===== config.mk =====
export PLATFORM = sky130hd
export DESIGN_NAME = ipd_demodulator
export DESIGN_NICKNAME = d
export VERILOG_FILES = /design/src/ipd_pkg.sv /design/src/ipd_demodulator.sv
export SDC_FILE = /design/constraint.sdc
export NUM_CORES = 1
export LEC_CHECK = 0
export ABC_AREA = 1
export ABC_CLOCK_PERIOD_IN_PS = 2110
export BUFFER_PORTS_ARGS = -buffer_cell sky130_fd_sc_hd__buf_2
export CAP_MARGIN = 25
export CORE_UTILIZATION = 62
export DETAILED_ROUTE_END_ITERATION = 6
export PLACE_DENSITY_LB_ADDON = 0.15
export SLEW_MARGIN = 20
export SYNTH_ARGS = -nofsm -noshare
export SYNTH_HDL_FRONTEND = slang
export SYNTH_SLANG_ARGS = --single-unit

===== constraint.sdc =====
create_clock -name core_clk -period 2.11 [get_ports core_clk]
set_input_delay 0.422 -clock core_clk [delete_from_list [all_inputs] [get_ports core_clk]]
set_output_delay 0.422 -clock core_clk [all_outputs]
set_load 0.005 [all_outputs]

===== src/ipd_pkg.sv =====
`default_nettype none
package ipd_pkg;
    // register offsets
    localparam logic [3:0] OFS_NARROW_CTRL = 4'h0;
    localparam logic [3:0] OFS_COMMON_CTRL = 4'h1;
    localparam logic [3:0] OFS_WIDE_CTRL   = 4'h2;
    localparam logic [3:0] OFS_RUN_CTRL    = 4'h3;
    localparam logic [3:0] OFS_NRLD_LOW    = 4'h4;
    localparam logic [3:0] OFS_NRLD_HIGH   = 4'h5;
    localparam logic [3:0] OFS_WRLD_LOW    = 4'h6;
    localparam logic [3:0] OFS_WRLD_HIGH   = 4'h7;
    localparam logic [3:0] OFS_WCAP_LOW    = 4'h8;
    localparam logic [3:0] OFS_WCAP_HIGH   = 4'h9;
    localparam logic [3:0] OFS_NCAP_LOW    = 4'ha;
    localparam logic [3:0] OFS_NCAP_HIGH   = 4'hb;
    localparam logic [3:0] OFS_INT_STATUS  = 4'hc;
    localparam logic [3:0] OFS_INT_MASK    = 4'hd;
    // field positions
    localparam int CLK_SEL_LO    = 3;
    localparam int CLK_SEL_HI    = 4;
    localparam int CAP_INT_EN    = 2;
    localparam int EDGE_SEL_LO   = 4;
    localparam int EDGE_SEL_HI   = 5;
    localparam int STAT_RISE     = 1;
    localparam int STAT_FALL     = 0;
    localparam int WIDE_MODE     = 6;
    localparam int RUN_SYNC      = 2;
    localparam int RUN_NARROW    = 1;
    localparam int RUN_WIDE      = 0;
    localparam int INT_NARROW    = 0;
    localparam int INT_WIDE      = 1;
    // values
    localparam logic [7:0]  RUN_RSVD_ONES = 8'hf8;
    localparam logic [7:0]  REG_RESET     = 8'h00;
    localparam logic [7:0]  BYTE_ONES     = 8'hff;
    localparam logic [15:0] WIDE_ONES     = 16'hffff;
    localparam logic [1:0]  EDGE_RISE     = 2'h0;
    localparam logic [1:0]  EDGE_FALL     = 2'h1;
    localparam logic [2:0]  PRE_RESET     = 3'h0;
    localparam logic [1:0]  INT_RESET     = 2'h0;
    typedef enum logic [1:0] {
        ST_IDLE,
        ST_ARMED,
        ST_COUNT
    } ipd_state_type;
endpackage
`default_nettype wire


===== src/ipd_demodulator.sv =====
// Decided for this implementation: the plain strobed port.
`timescale 1ns/1ps
`default_nettype none
// Functional notes
// - narrow counter starts at first selected edge
// - later edge stores complemented narrow count
// - high capture after high, low after low
// - wide count zero wraps to all-ones
// - wrap to all-ones is no time-out
// - first wide edge captures, reloads, starts
// - mode bit zero: edges capture wide count
// - wide capture sets an edge status bit
// - wide capture interrupt only when enabled
// - after a later wide capture reload all-ones, restart
// - reserved run bits ignore writes, read ones
// - sync bit reset-cleared, kept over recovery
// - enable bits start, stop, read running state
module ipd_demodulator (
    // clock and reset
    input  wire logic       core_clk,
    input  wire logic       rst_n,
    // stop-mode recovery pulse
    input  wire logic       stopRecovery,
    // demodulation input pin
    input  wire logic       demodIn,
    // register port
    input  wire logic [3:0] regAddr,
    input  wire logic [7:0] regWrData,
    input  wire logic       regWrite,
    input  wire logic       regRead,
    output logic      [7:0] regRdData,
    // status outputs
    output logic            irq,
    output logic            syncMode
);

    // ========================================
    // register storage
    logic [7:0]  narrowCtrl;
    logic [1:0]  edgeSel;
    logic [1:0]  edgeStat;
    logic [7:0]  wideCtrl;
    logic [7:0]  nRldLow;
    logic [7:0]  nRldHigh;
    logic [7:0]  wRldLow;
    logic [7:0]  wRldHigh;
    logic [7:0]  nCapLow;
    logic [7:0]  nCapHigh;
    logic [15:0] wCap;
    logic [1:0]  intStatus;
    logic [1:0]  intMask;
    logic        syncBit;

    // ========================================
    // write decode and interrupt-status read decode
    wire wrNCtrl = regWrite && regAddr == ipd_pkg::OFS_NARROW_CTRL;
    wire wrCCtrl = regWrite && regAddr == ipd_pkg::OFS_COMMON_CTRL;
    wire wrWCtrl = regWrite && regAddr == ipd_pkg::OFS_WIDE_CTRL;
    wire wrRun   = regWrite && regAddr == ipd_pkg::OFS_RUN_CTRL;
    wire wrNLow  = regWrite && regAddr == ipd_pkg::OFS_NRLD_LOW;
    wire wrNHigh = regWrite && regAddr == ipd_pkg::OFS_NRLD_HIGH;
    wire wrWLow  = regWrite && regAddr == ipd_pkg::OFS_WRLD_LOW;
    wire wrWHigh = regWrite && regAddr == ipd_pkg::OFS_WRLD_HIGH;
    wire wrMask  = regWrite && regAddr == ipd_pkg::OFS_INT_MASK;
    wire rdIntSt = regRead && regAddr == ipd_pkg::OFS_INT_STATUS;

    // ========================================
    // input synchroniser and edge detect
    logic pinMeta;
    logic pinSync;
    logic pinLast;

    always_ff @(posedge core_clk or negedge rst_n) begin
        if (!rst_n) begin
            pinMeta <= 1'b0;
            pinSync <= 1'b0;
            pinLast <= 1'b0;
        end else begin
            pinMeta <= demodIn;
            pinSync <= pinMeta;
            pinLast <= pinSync;
        end
    end

    wire riseEdge = pinSync && !pinLast;
    wire fallEdge = !pinSync && pinLast;
    wire bothSel  = edgeSel[1];
    wire selEdge  = (riseEdge && (bothSel || edgeSel == ipd_pkg::EDGE_RISE))
                 || (fallEdge && (bothSel || edgeSel == ipd_pkg::EDGE_FALL));

    // ========================================
    // prescaler, free running
    logic [2:0] preCount;

    always_ff @(posedge core_clk or negedge rst_n) begin
        if (!rst_n) begin
            preCount <= ipd_pkg::PRE_RESET;
        end else begin
            preCount <= preCount + 3'h1;
        end
    end

    // divide by 1, 2, 4 or 8 from the two select bits
    function automatic logic tickOf(input logic [1:0] sel,
                                    input logic [2:0] pre);
        logic [2:0] m;
        m = 3'h0;
        case (sel)
            2'h0: m = 3'h0;
            2'h1: m = 3'h1;
            2'h2: m = 3'h3;
            default: m = 3'h7;
        endcase
        return (pre & m) == m;
    endfunction

    wire [1:0] nSel = narrowCtrl[ipd_pkg::CLK_SEL_HI:ipd_pkg::CLK_SEL_LO];
    wire [1:0] wSel = wideCtrl[ipd_pkg::CLK_SEL_HI:ipd_pkg::CLK_SEL_LO];
    wire nTick = tickOf(nSel, preCount);
    wire wTick = tickOf(wSel, preCount);

    // ========================================
    // run control; a write of zero stops, one arms
    wire nRunWr = regWrData[ipd_pkg::RUN_NARROW];
    wire wRunWr = regWrData[ipd_pkg::RUN_WIDE];

    // ========================================
    // narrow counter
    ipd_pkg::ipd_state_type nState;
    logic [7:0] nCount;

    wire nCounting = nState == ipd_pkg::ST_COUNT;
    wire nCapture  = nCounting && selEdge;
    // a falling edge closes a high interval
    wire nCapHighSel = fallEdge;
    wire [7:0] nCapVal = ~nCount;
    wire [7:0] nReload = nCapHighSel ? nRldLow : nRldHigh;

    always_ff @(posedge core_clk or negedge rst_n) begin
        if (!rst_n) begin
            nState <= ipd_pkg::ST_IDLE;
        end else if (stopRecovery || (wrRun && !nRunWr)) begin
            nState <= ipd_pkg::ST_IDLE;
        end else if (wrRun && nState == ipd_pkg::ST_IDLE) begin
            nState <= ipd_pkg::ST_ARMED;
        end else if (nState == ipd_pkg::ST_ARMED && selEdge) begin
            nState <= ipd_pkg::ST_COUNT;
        end
    end

    always_ff @(posedge core_clk or negedge rst_n) begin
        if (!rst_n) begin
            nCount <= ipd_pkg::BYTE_ONES;
        end else if (nState == ipd_pkg::ST_ARMED && selEdge) begin
            nCount <= pinSync ? nRldHigh : nRldLow;
        end else if (nCapture) begin
            nCount <= nReload;
        end else if (nCounting && nTick) begin
            nCount <= nCount - 8'h01;
        end
    end

    always_ff @(posedge core_clk or negedge rst_n) begin
        if (!rst_n) begin
            nCapLow  <= ipd_pkg::REG_RESET;
            nCapHigh <= ipd_pkg::REG_RESET;
        end else if (nCapture && nCapHighSel) begin
            nCapHigh <= nCapVal;
        end else if (nCapture) begin
            nCapLow <= nCapVal;
        end
    end

    // ========================================
    // wide counter
    ipd_pkg::ipd_state_type wState;
    logic [15:0] wCount;

    wire wModeZero = !wideCtrl[ipd_pkg::WIDE_MODE];
    wire wFirst    = wState == ipd_pkg::ST_ARMED && selEdge;
    wire wLater    = wState == ipd_pkg::ST_COUNT && selEdge;
    wire wCapture  = wFirst || (wLater && wModeZero);
    wire wIntEn    = wideCtrl[ipd_pkg::CAP_INT_EN];

    always_ff @(posedge core_clk or negedge rst_n) begin
        if (!rst_n) begin
            wState <= ipd_pkg::ST_IDLE;
        end else if (stopRecovery || (wrRun && !wRunWr)) begin
            wState <= ipd_pkg::ST_IDLE;
        end else if (wrRun && wState == ipd_pkg::ST_IDLE) begin
            wState <= ipd_pkg::ST_ARMED;
        end else if (wFirst) begin
            wState <= ipd_pkg::ST_COUNT;
        end
    end

    // zero simply wraps; no time-out flag is touched by that step
    always_ff @(posedge core_clk or negedge rst_n) begin
        if (!rst_n) begin
            wCount <= ipd_pkg::WIDE_ONES;
        end else if (wFirst) begin
            wCount <= {wRldHigh, wRldLow};
        end else if (wCapture) begin
            wCount <= ipd_pkg::WIDE_ONES;
        end else if (wState == ipd_pkg::ST_COUNT && wTick) begin
            wCount <= wCount - 16'h0001;
        end
    end

    always_ff @(posedge core_clk or negedge rst_n) begin
        if (!rst_n) begin
            wCap <= {ipd_pkg::REG_RESET, ipd_pkg::REG_RESET};
        end else if (wCapture) begin
            wCap <= ~wCount;
        end
    end

    // ========================================
    // control registers
    always_ff @(posedge core_clk or negedge rst_n) begin
        if (!rst_n) begin
            narrowCtrl <= ipd_pkg::REG_RESET;
            wideCtrl   <= ipd_pkg::REG_RESET;
            edgeSel    <= 2'h0;
            nRldLow    <= ipd_pkg::REG_RESET;
            nRldHigh   <= ipd_pkg::REG_RESET;
            wRldLow    <= ipd_pkg::REG_RESET;
            wRldHigh   <= ipd_pkg::REG_RESET;
            intMask    <= ipd_pkg::INT_RESET;
        end else begin
            if (wrNCtrl) narrowCtrl <= regWrData;
            if (wrWCtrl) wideCtrl <= regWrData;
            if (wrCCtrl) begin
                edgeSel <= regWrData[ipd_pkg::EDGE_SEL_HI:
                                     ipd_pkg::EDGE_SEL_LO];
            end
            if (wrNLow) nRldLow <= regWrData;
            if (wrNHigh) nRldHigh <= regWrData;
            if (wrWLow) wRldLow <= regWrData;
            if (wrWHigh) wRldHigh <= regWrData;
            if (wrMask) intMask <= regWrData[1:0];
        end
    end

    // only reset or a run write clears sync; stop recovery leaves it alone
    always_ff @(posedge core_clk or negedge rst_n) begin
        if (!rst_n) begin
            syncBit <= 1'b0;
        end else if (wrRun) begin
            syncBit <= regWrData[ipd_pkg::RUN_SYNC];
        end
    end

    // ========================================
    // edge status: write one clears, a new capture wins
    wire [1:0] statClr = wrCCtrl ? regWrData[1:0] : 2'h0;
    wire [1:0] statSet;
    assign statSet[ipd_pkg::STAT_RISE] = wCapture && riseEdge;
    assign statSet[ipd_pkg::STAT_FALL] = wCapture && fallEdge;
    wire [1:0] next_edgeStat = (edgeStat & ~statClr) | statSet;

    // ========================================
    // interrupt status: read clears, a new event wins
    wire [1:0] intSet;
    assign intSet[ipd_pkg::INT_NARROW] =
        nCapture && narrowCtrl[ipd_pkg::CAP_INT_EN];
    assign intSet[ipd_pkg::INT_WIDE] = wCapture && wIntEn;
    wire [1:0] next_intStatus = (rdIntSt ? 2'h0 : intStatus) | intSet;

    always_ff @(posedge core_clk or negedge rst_n) begin
        if (!rst_n) begin
            edgeStat  <= 2'h0;
            intStatus <= ipd_pkg::INT_RESET;
        end else begin
            edgeStat  <= next_edgeStat;
            intStatus <= next_intStatus;
        end
    end

    // ========================================
    // read path
    wire [7:0] commonRd = {2'h0, edgeSel, 2'h0, edgeStat};
    wire [7:0] runRd = ipd_pkg::RUN_RSVD_ONES
                     | {5'h00, syncBit, nState != ipd_pkg::ST_IDLE,
                        wState != ipd_pkg::ST_IDLE};
    logic [7:0] next_regRdData;

    always_comb begin
        next_regRdData = 8'h00;
        unique case (regAddr)
            ipd_pkg::OFS_NARROW_CTRL: next_regRdData = narrowCtrl;
            ipd_pkg::OFS_COMMON_CTRL: next_regRdData = commonRd;
            ipd_pkg::OFS_WIDE_CTRL:   next_regRdData = wideCtrl;
            ipd_pkg::OFS_RUN_CTRL:    next_regRdData = runRd;
            ipd_pkg::OFS_NRLD_LOW:    next_regRdData = nRldLow;
            ipd_pkg::OFS_NRLD_HIGH:   next_regRdData = nRldHigh;
            ipd_pkg::OFS_WRLD_LOW:    next_regRdData = wRldLow;
            ipd_pkg::OFS_WRLD_HIGH:   next_regRdData = wRldHigh;
            ipd_pkg::OFS_WCAP_LOW:    next_regRdData = wCap[7:0];
            ipd_pkg::OFS_WCAP_HIGH:   next_regRdData = wCap[15:8];
            ipd_pkg::OFS_NCAP_LOW:    next_regRdData = nCapLow;
            ipd_pkg::OFS_NCAP_HIGH:   next_regRdData = nCapHigh;
            ipd_pkg::OFS_INT_STATUS:  next_regRdData = {6'h00, intStatus};
            ipd_pkg::OFS_INT_MASK:    next_regRdData = {6'h00, intMask};
            default:                  next_regRdData = 8'h00;
        endcase
    end

    // ========================================
    // registered outputs
    always_ff @(posedge core_clk or negedge rst_n) begin
        if (!rst_n) begin
            regRdData <= 8'h00;
            irq       <= 1'b0;
            syncMode  <= 1'b0;
        end else begin
            regRdData <= regRead ? next_regRdData : 8'h00;
            irq       <= |(intStatus & intMask);
            syncMode  <= syncBit;
        end
    end

endmodule
`default_nettype wire


# After elaboration in Yosys (flattened, before gate mapping)
# Index checks and enable logic that the tools add are counted.
# op_classes
n_addsub	3
n_eq_ne	24
mux	20
bitwise	10
n_reduce_logical	55
# op_table
cell	n
8-bit one-hot mux with 14 select lines	1
16-bit 2-to-1 mux	3
8-bit 2-to-1 mux	6
1-bit logical AND	30
4-bit equality test (second input constant)	6
3-bit one-hot mux with 3 select lines	2
4-bit by 3-bit equality test with 1-bit output (second input constant)	4
2-bit 2-to-1 mux	8
16-bit NOT	1
16-bit by 1-bit subtractor with 16-bit output (second input constant)	1
3-bit nonzero test	4
2-bit by 1-bit equality test with 1-bit output (second input constant)	5
2-bit zero test	5
2-bit equality test (second input constant)	4
4-bit by 2-bit equality test with 1-bit output (second input constant)	2
8-bit NOT	1
8-bit by 1-bit subtractor with 8-bit output (second input constant)	1
3-bit bitwise AND	2
3-bit equality test	2
1-bit logical OR	6
1-bit zero test	5
2-bit bitwise AND	2
4-bit by 1-bit equality test with 1-bit output (second input constant)	1
4-bit zero test	1
7 further kinds	9
# word_totals
reg_bits	133
inputBits	18
out_inout_bits	10
word_cells	137

# Longest topological paths before layout
# depth
ltp_word	9
ltp_mapped	12
ltp_nobuf	11

# Least setup slack after synthesis
# No wires, ideal clock.
# synth_path
path_kind	register to register
startpoint	reg pinSync
endpoint	reg wCap[10]
arrival_time_ps	1358
required_ps	1981
setup_slack_ps	623
stages_incl_launch_ff	10
path_cell_list	dfrtp_1 buf_4 nor2_1 nand2_1 nand2_4 o21ai_2 buf_4 buf_2 nand2_1 o21ai_1
# synth_between
elab_chain_cells	7
elab_cells_between_ends	10
# synth_rtl
element	line	rtl
start, declared	ipd_demodulator.sv:70	logic pinSync;
start signal, assigned	ipd_demodulator.sv:80	pinSync <= pinMeta;
1-bit zero test	ipd_demodulator.sv:86	wire fallEdge = !pinSync && pinLast;
1-bit logical AND	ipd_demodulator.sv:86	
1-bit logical AND	ipd_demodulator.sv:89	|| (fallEdge && (bothSel || edgeSel == ipd_pkg::EDGE_FALL));
1-bit logical OR (*)	ipd_demodulator.sv:89	
1-bit logical AND	ipd_demodulator.sv:181	wire wLater = wState == ipd_pkg::ST_COUNT && selEdge;
1-bit logical AND	ipd_demodulator.sv:182	wire wCapture = wFirst || (wLater && wModeZero);
1-bit logical OR (*)	ipd_demodulator.sv:182	
end signal, assigned	ipd_demodulator.sv:212	wCap <= {ipd_pkg::REG_RESET, ipd_pkg::REG_RESET};
end signal, assigned	ipd_demodulator.sv:214	wCap <= ~wCount;
end, declared	ipd_demodulator.sv:49	logic [15:0] wCap;
# Every way passes the cells marked *; elsewhere a longest branch is shown, timed or not.
# A chain may end at the register's enable or synchronous reset.

# Worst setup path in the final report
# layout_path
startpoint	reg pinLast
endpoint	reg wCount[10]
# layout_between
elab_chain_cells	9
elab_cells_between_ends	13
# layout_rtl
element	line	rtl
start, declared	ipd_demodulator.sv:71	logic pinLast;
start signal, assigned	ipd_demodulator.sv:81	pinLast <= pinSync;
1-bit zero test	ipd_demodulator.sv:85	wire riseEdge = pinSync && !pinLast;
1-bit logical AND	ipd_demodulator.sv:85	
1-bit logical AND	ipd_demodulator.sv:88	wire selEdge = (riseEdge && (bothSel || edgeSel == ipd_pkg::EDGE_RISE))
1-bit logical OR (*)	ipd_demodulator.sv:89	
1-bit logical AND	ipd_demodulator.sv:181	
1-bit logical AND	ipd_demodulator.sv:182	
1-bit logical OR	ipd_demodulator.sv:182	
16-bit 2-to-1 mux	ipd_demodulator.sv:203	end else if (wCapture) begin
16-bit 2-to-1 mux	ipd_demodulator.sv:201	end else if (wFirst) begin
end signal, assigned	ipd_demodulator.sv:200	wCount <= ipd_pkg::WIDE_ONES;
end signal, assigned	ipd_demodulator.sv:202	wCount <= {wRldHigh, wRldLow};
end signal, assigned	ipd_demodulator.sv:204	wCount <= ipd_pkg::WIDE_ONES;
end, declared	ipd_demodulator.sv:177	logic [15:0] wCount;
# Marked as above.

==> metrics.cfg <==
[run_status]
outcome=complete, but fails checks
violations=design-rule violations

[floorplanning]
die_w_um=107
row_count=38
pin_count=28
dieArea_um2=11500
coreArea_um2=10800
die_h_um=107
initial_utilization_pct=63.5

[clocking]
cts_buffers=17
clk_path_buf_depth=2
clk_pin_slew_ns=0.06
cts.sinks=133
cts_resized=0
htree_levels=4
insertion_delay_ns=0.55
cts_root_buf=clkbuf_8
cts_tree=done

[synthesis]
synth_area_um2=6850
synth_compound_area_share_pct=11.5
yosys.area_share.xor_xnor_pct=0.511
muxShareOfSynthArea_pct=0
yosysUniqueCellTypes=35
synthCells=936
synth-seq-cells=133
synth_warnings=0
synth_top_family_by_area=simple AND/OR/NAND/NOR gates
ys_seq_area_share_pct=49.0
synth_fp_nets=957
synth_fa_ha_area_share_pct=0.548
synth_area_per_cell_um2=7.32
yosys.area_share.simple_pct=31.2

[placement]
dp_hpwl_um=14100
numPortBuffers=27
place_congestion=0.933
dp_slack_ns=0.196

[worst_setup_path]
cp-start-kind=flip-flop
cp.arrival_ns=2.43
cp_data_required_time_ns=2.58
end_kind=flip-flop
crit_type=flip-flop to flip-flop
crit_fanout=17

[routing]
routed_wl_um=19400
remaining_drc_errors=5
first_iter_violations=614
dr_total_vias=6378
ant_nets=0
via_per_inst=5.68
dr.pass1.iters=7
wl_per_cell_um=17.3

[final_layout]
drive_above_1_share_pct=11.0
antenna_cells=0
area_delta_synth_final_pct=12.5
nets=992

[sta]
rsz0062_at_grt=no
setup_slack_ns=0.155
finalMaxSlewViolations=0
hold_viol=0
fin_tns_setup_ns=0
setup_viol_count_final=0
finClkSkew_ns=0.00666
fmaxAchievable_mhz=511
period_needed_ns=1.96
hold_ws_ns=0.149
slew_headroom_pct=63.6
fin_crit_sh_pct=92.7
tightest_slew_ns=0.544

[power]
p_seq_share_pct=45.0
cellPowerDensity_nw_per_um2=1160
p_int_mw=5.76
vdd_drop_max_uv=762
power_frac_comb_pct=24.8
p_sw_share_pct=35.3
p_clk_share_pct=30.2
p_switching_mw=3.14
power.total_mw=8.90
p_leak_nw=3.95

[job]
max_cap_violations=0

[grt]
grt_max_degree=74
antenna_found_initial=1
grt_pass1_wl_um=30700
grt_pass1_vias=5893
grt_overflow=0
track_usage_pct=36.2

[hold_path]
hold_path.class=input pin to flip-flop

-- sequential cells by signal, indices dropped and copies added, names as in the netlist, 2 cells and up --
| register | flops |
|---|---|
| nCount | 8 |
| wCount | 16 |
| edgeSel | 2 |
| nCapHigh | 8 |
| narrowCtrl | 8 |
| intStatus | 2 |
| edgeStat | 2 |
| intMask | 2 |
| wRldHigh | 8 |
| wState | 2 |
| nCapLow | 8 |
| regRdData | 8 |
| wideCtrl | 8 |
| nRldHigh | 8 |
| preCount | 3 |
| wRldLow | 8 |
| nRldLow | 8 |
| wCap | 16 |
| nState | 2 |
-- layout by cell type (no fill, tap or decap), types with 2 or more instances in the layout --
cell type / instances
a21oi_1: 9
o21ai_1: 15
buf_12: 2
nand2_4: 2
clkbuf_1: 3
dfrtp_1: 109
o21bai_1: 2
inv_2: 3
o211ai_1: 2
nor3_1: 8
clkbuf_8: 3
clkbuf_16: 16
o21ai_0: 120
nand3_1: 63
o21a_1: 2
nand4_1: 2
inv_1: 91
clkinv_4: 2
dlygate4sd3_1: 2
ha_1: 3
clkinv_1: 3
nor2_1: 76
nand3b_1: 4
nand2_1: 354
dfstp_2: 24
or2_2: 2
clkinv_2: 5
buf_2: 26
nor2_2: 5
nor2_4: 2
buf_4: 9
xor2_1: 4
-- power groups by stage --
| stage | Clock [mW] | Combinational, mW | Sequential [mW] |
|---|---|---|---|
| after detailed placement | 0 | 2.12 | 4.00 |
| after global placement | 0 | 2.03 | 4.00 |
| after floorplan | 0 | 1.60 | 3.78 |
| after CTS | 2.71 | 2.17 | 3.98 |
| final | 2.69 | 2.21 | 4.01 |
| after global routing | 2.83 | 2.50 | 4.08 |
-- through the flow --
step / util, % / std cells / area, µm²
detailed placement: 66.3 / 1090 / 7150
global placement: 66.3 / 1090 / 7150
global route: 71.4 / 1123 / 7700
finish: 71.4 / 1123 / 7700
CTS: 71.4 / 1123 / 7700
floorplan: - / 936 / 6850
-- synthesized netlist by cell type, drive strengths merged --
library cell,count,area share [%]
xor2,4,0.51
clkinv,3,0.16
clkbuf,11,0.60
nand4,2,0.18
nor3,8,0.58
o21bai,2,0.22
dfrtp,109,40
o21a,2,0.22
o211ai,2,0.22
inv,95,5.2
buf,12,1.2
nand2,357,20
o21ai,136,10
nand3,65,5.0
ha,3,0.55
a22o,1,0.13
nor2,83,4.9
or2,3,0.27
o22ai,1,0.091
nand3b,4,0.44
a21oi,9,0.66
dfstp,24,9.2
-- worst paths after layout --
check | from | to | slack [ns] | cells past startpoint
worst max-delay path | pinLast$_DFF_PN0_ | wCount[10]$_DFFE_PN1P_ | 0.15 | 8
worst min-delay path | regRead | regRdData[4]$_DFF_PN0_ | 0.15 | 3
worst max register to register | pinLast$_DFF_PN0_ | wCount[10]$_DFFE_PN1P_ | 0.15 | 8
worst min register to register | pinMeta$_DFF_PN0_ | pinSync$_DFF_PN0_ | 0.37 | 0
max in group asynchronous | rst_n | nRldLow[4]$_DFFE_PN0P_ | 1.32 | 3
min in group asynchronous | rst_n | wCount[11]$_DFFE_PN1P_ | 0.39 | 2
-- per-layer routing --
metal,up-vias,routed length [µm],GRT usage (%)
li1,3033,-,-
met1,3000,8380,50.9
met2,295,8760,54.0
met3,48,1710,8.51
met4,2,516,14.6
met5,-,10,0
-- cells by family after synthesis --
logic type / Yosys count
DFF: 133
buffers and inverters: 121
xor gates and xnor gates: 4
AOI/OAI and AO/OA: 153
adders and majority gates: 3
and+or+nand+nor: 522
-- cell type report --
type / instances / area [µm²]
Sequential cell: 133 / 3360
Fill cell: 884 / 3090
Multi-Input combinational cell: 682 / 3010
Clock buffer: 22 / 453
Inverter: 98 / 370
Timing Repair Buffer: 39 / 258
Tap cell: 140 / 175
Clock inverter: 9 / 80.1
-- critical path: stages (launching register included) --
cell     delay (ns)
dfrtp_1        0.47
inv_2          0.04
nor2_1         0.14
nand2_1        0.12
nand2_4        0.22
nand2_1        0.33
or2_2          0.39
nand3_1        0.09
o21ai_0        0.08
-- what timing repair did --
item,4_1_cts,5_1_grt
endpoints found under the hold margin,111,0
buffers inserted,0,0
hold buffers,2,0
No activity file was read; power rests on OpenSTA's default activity.
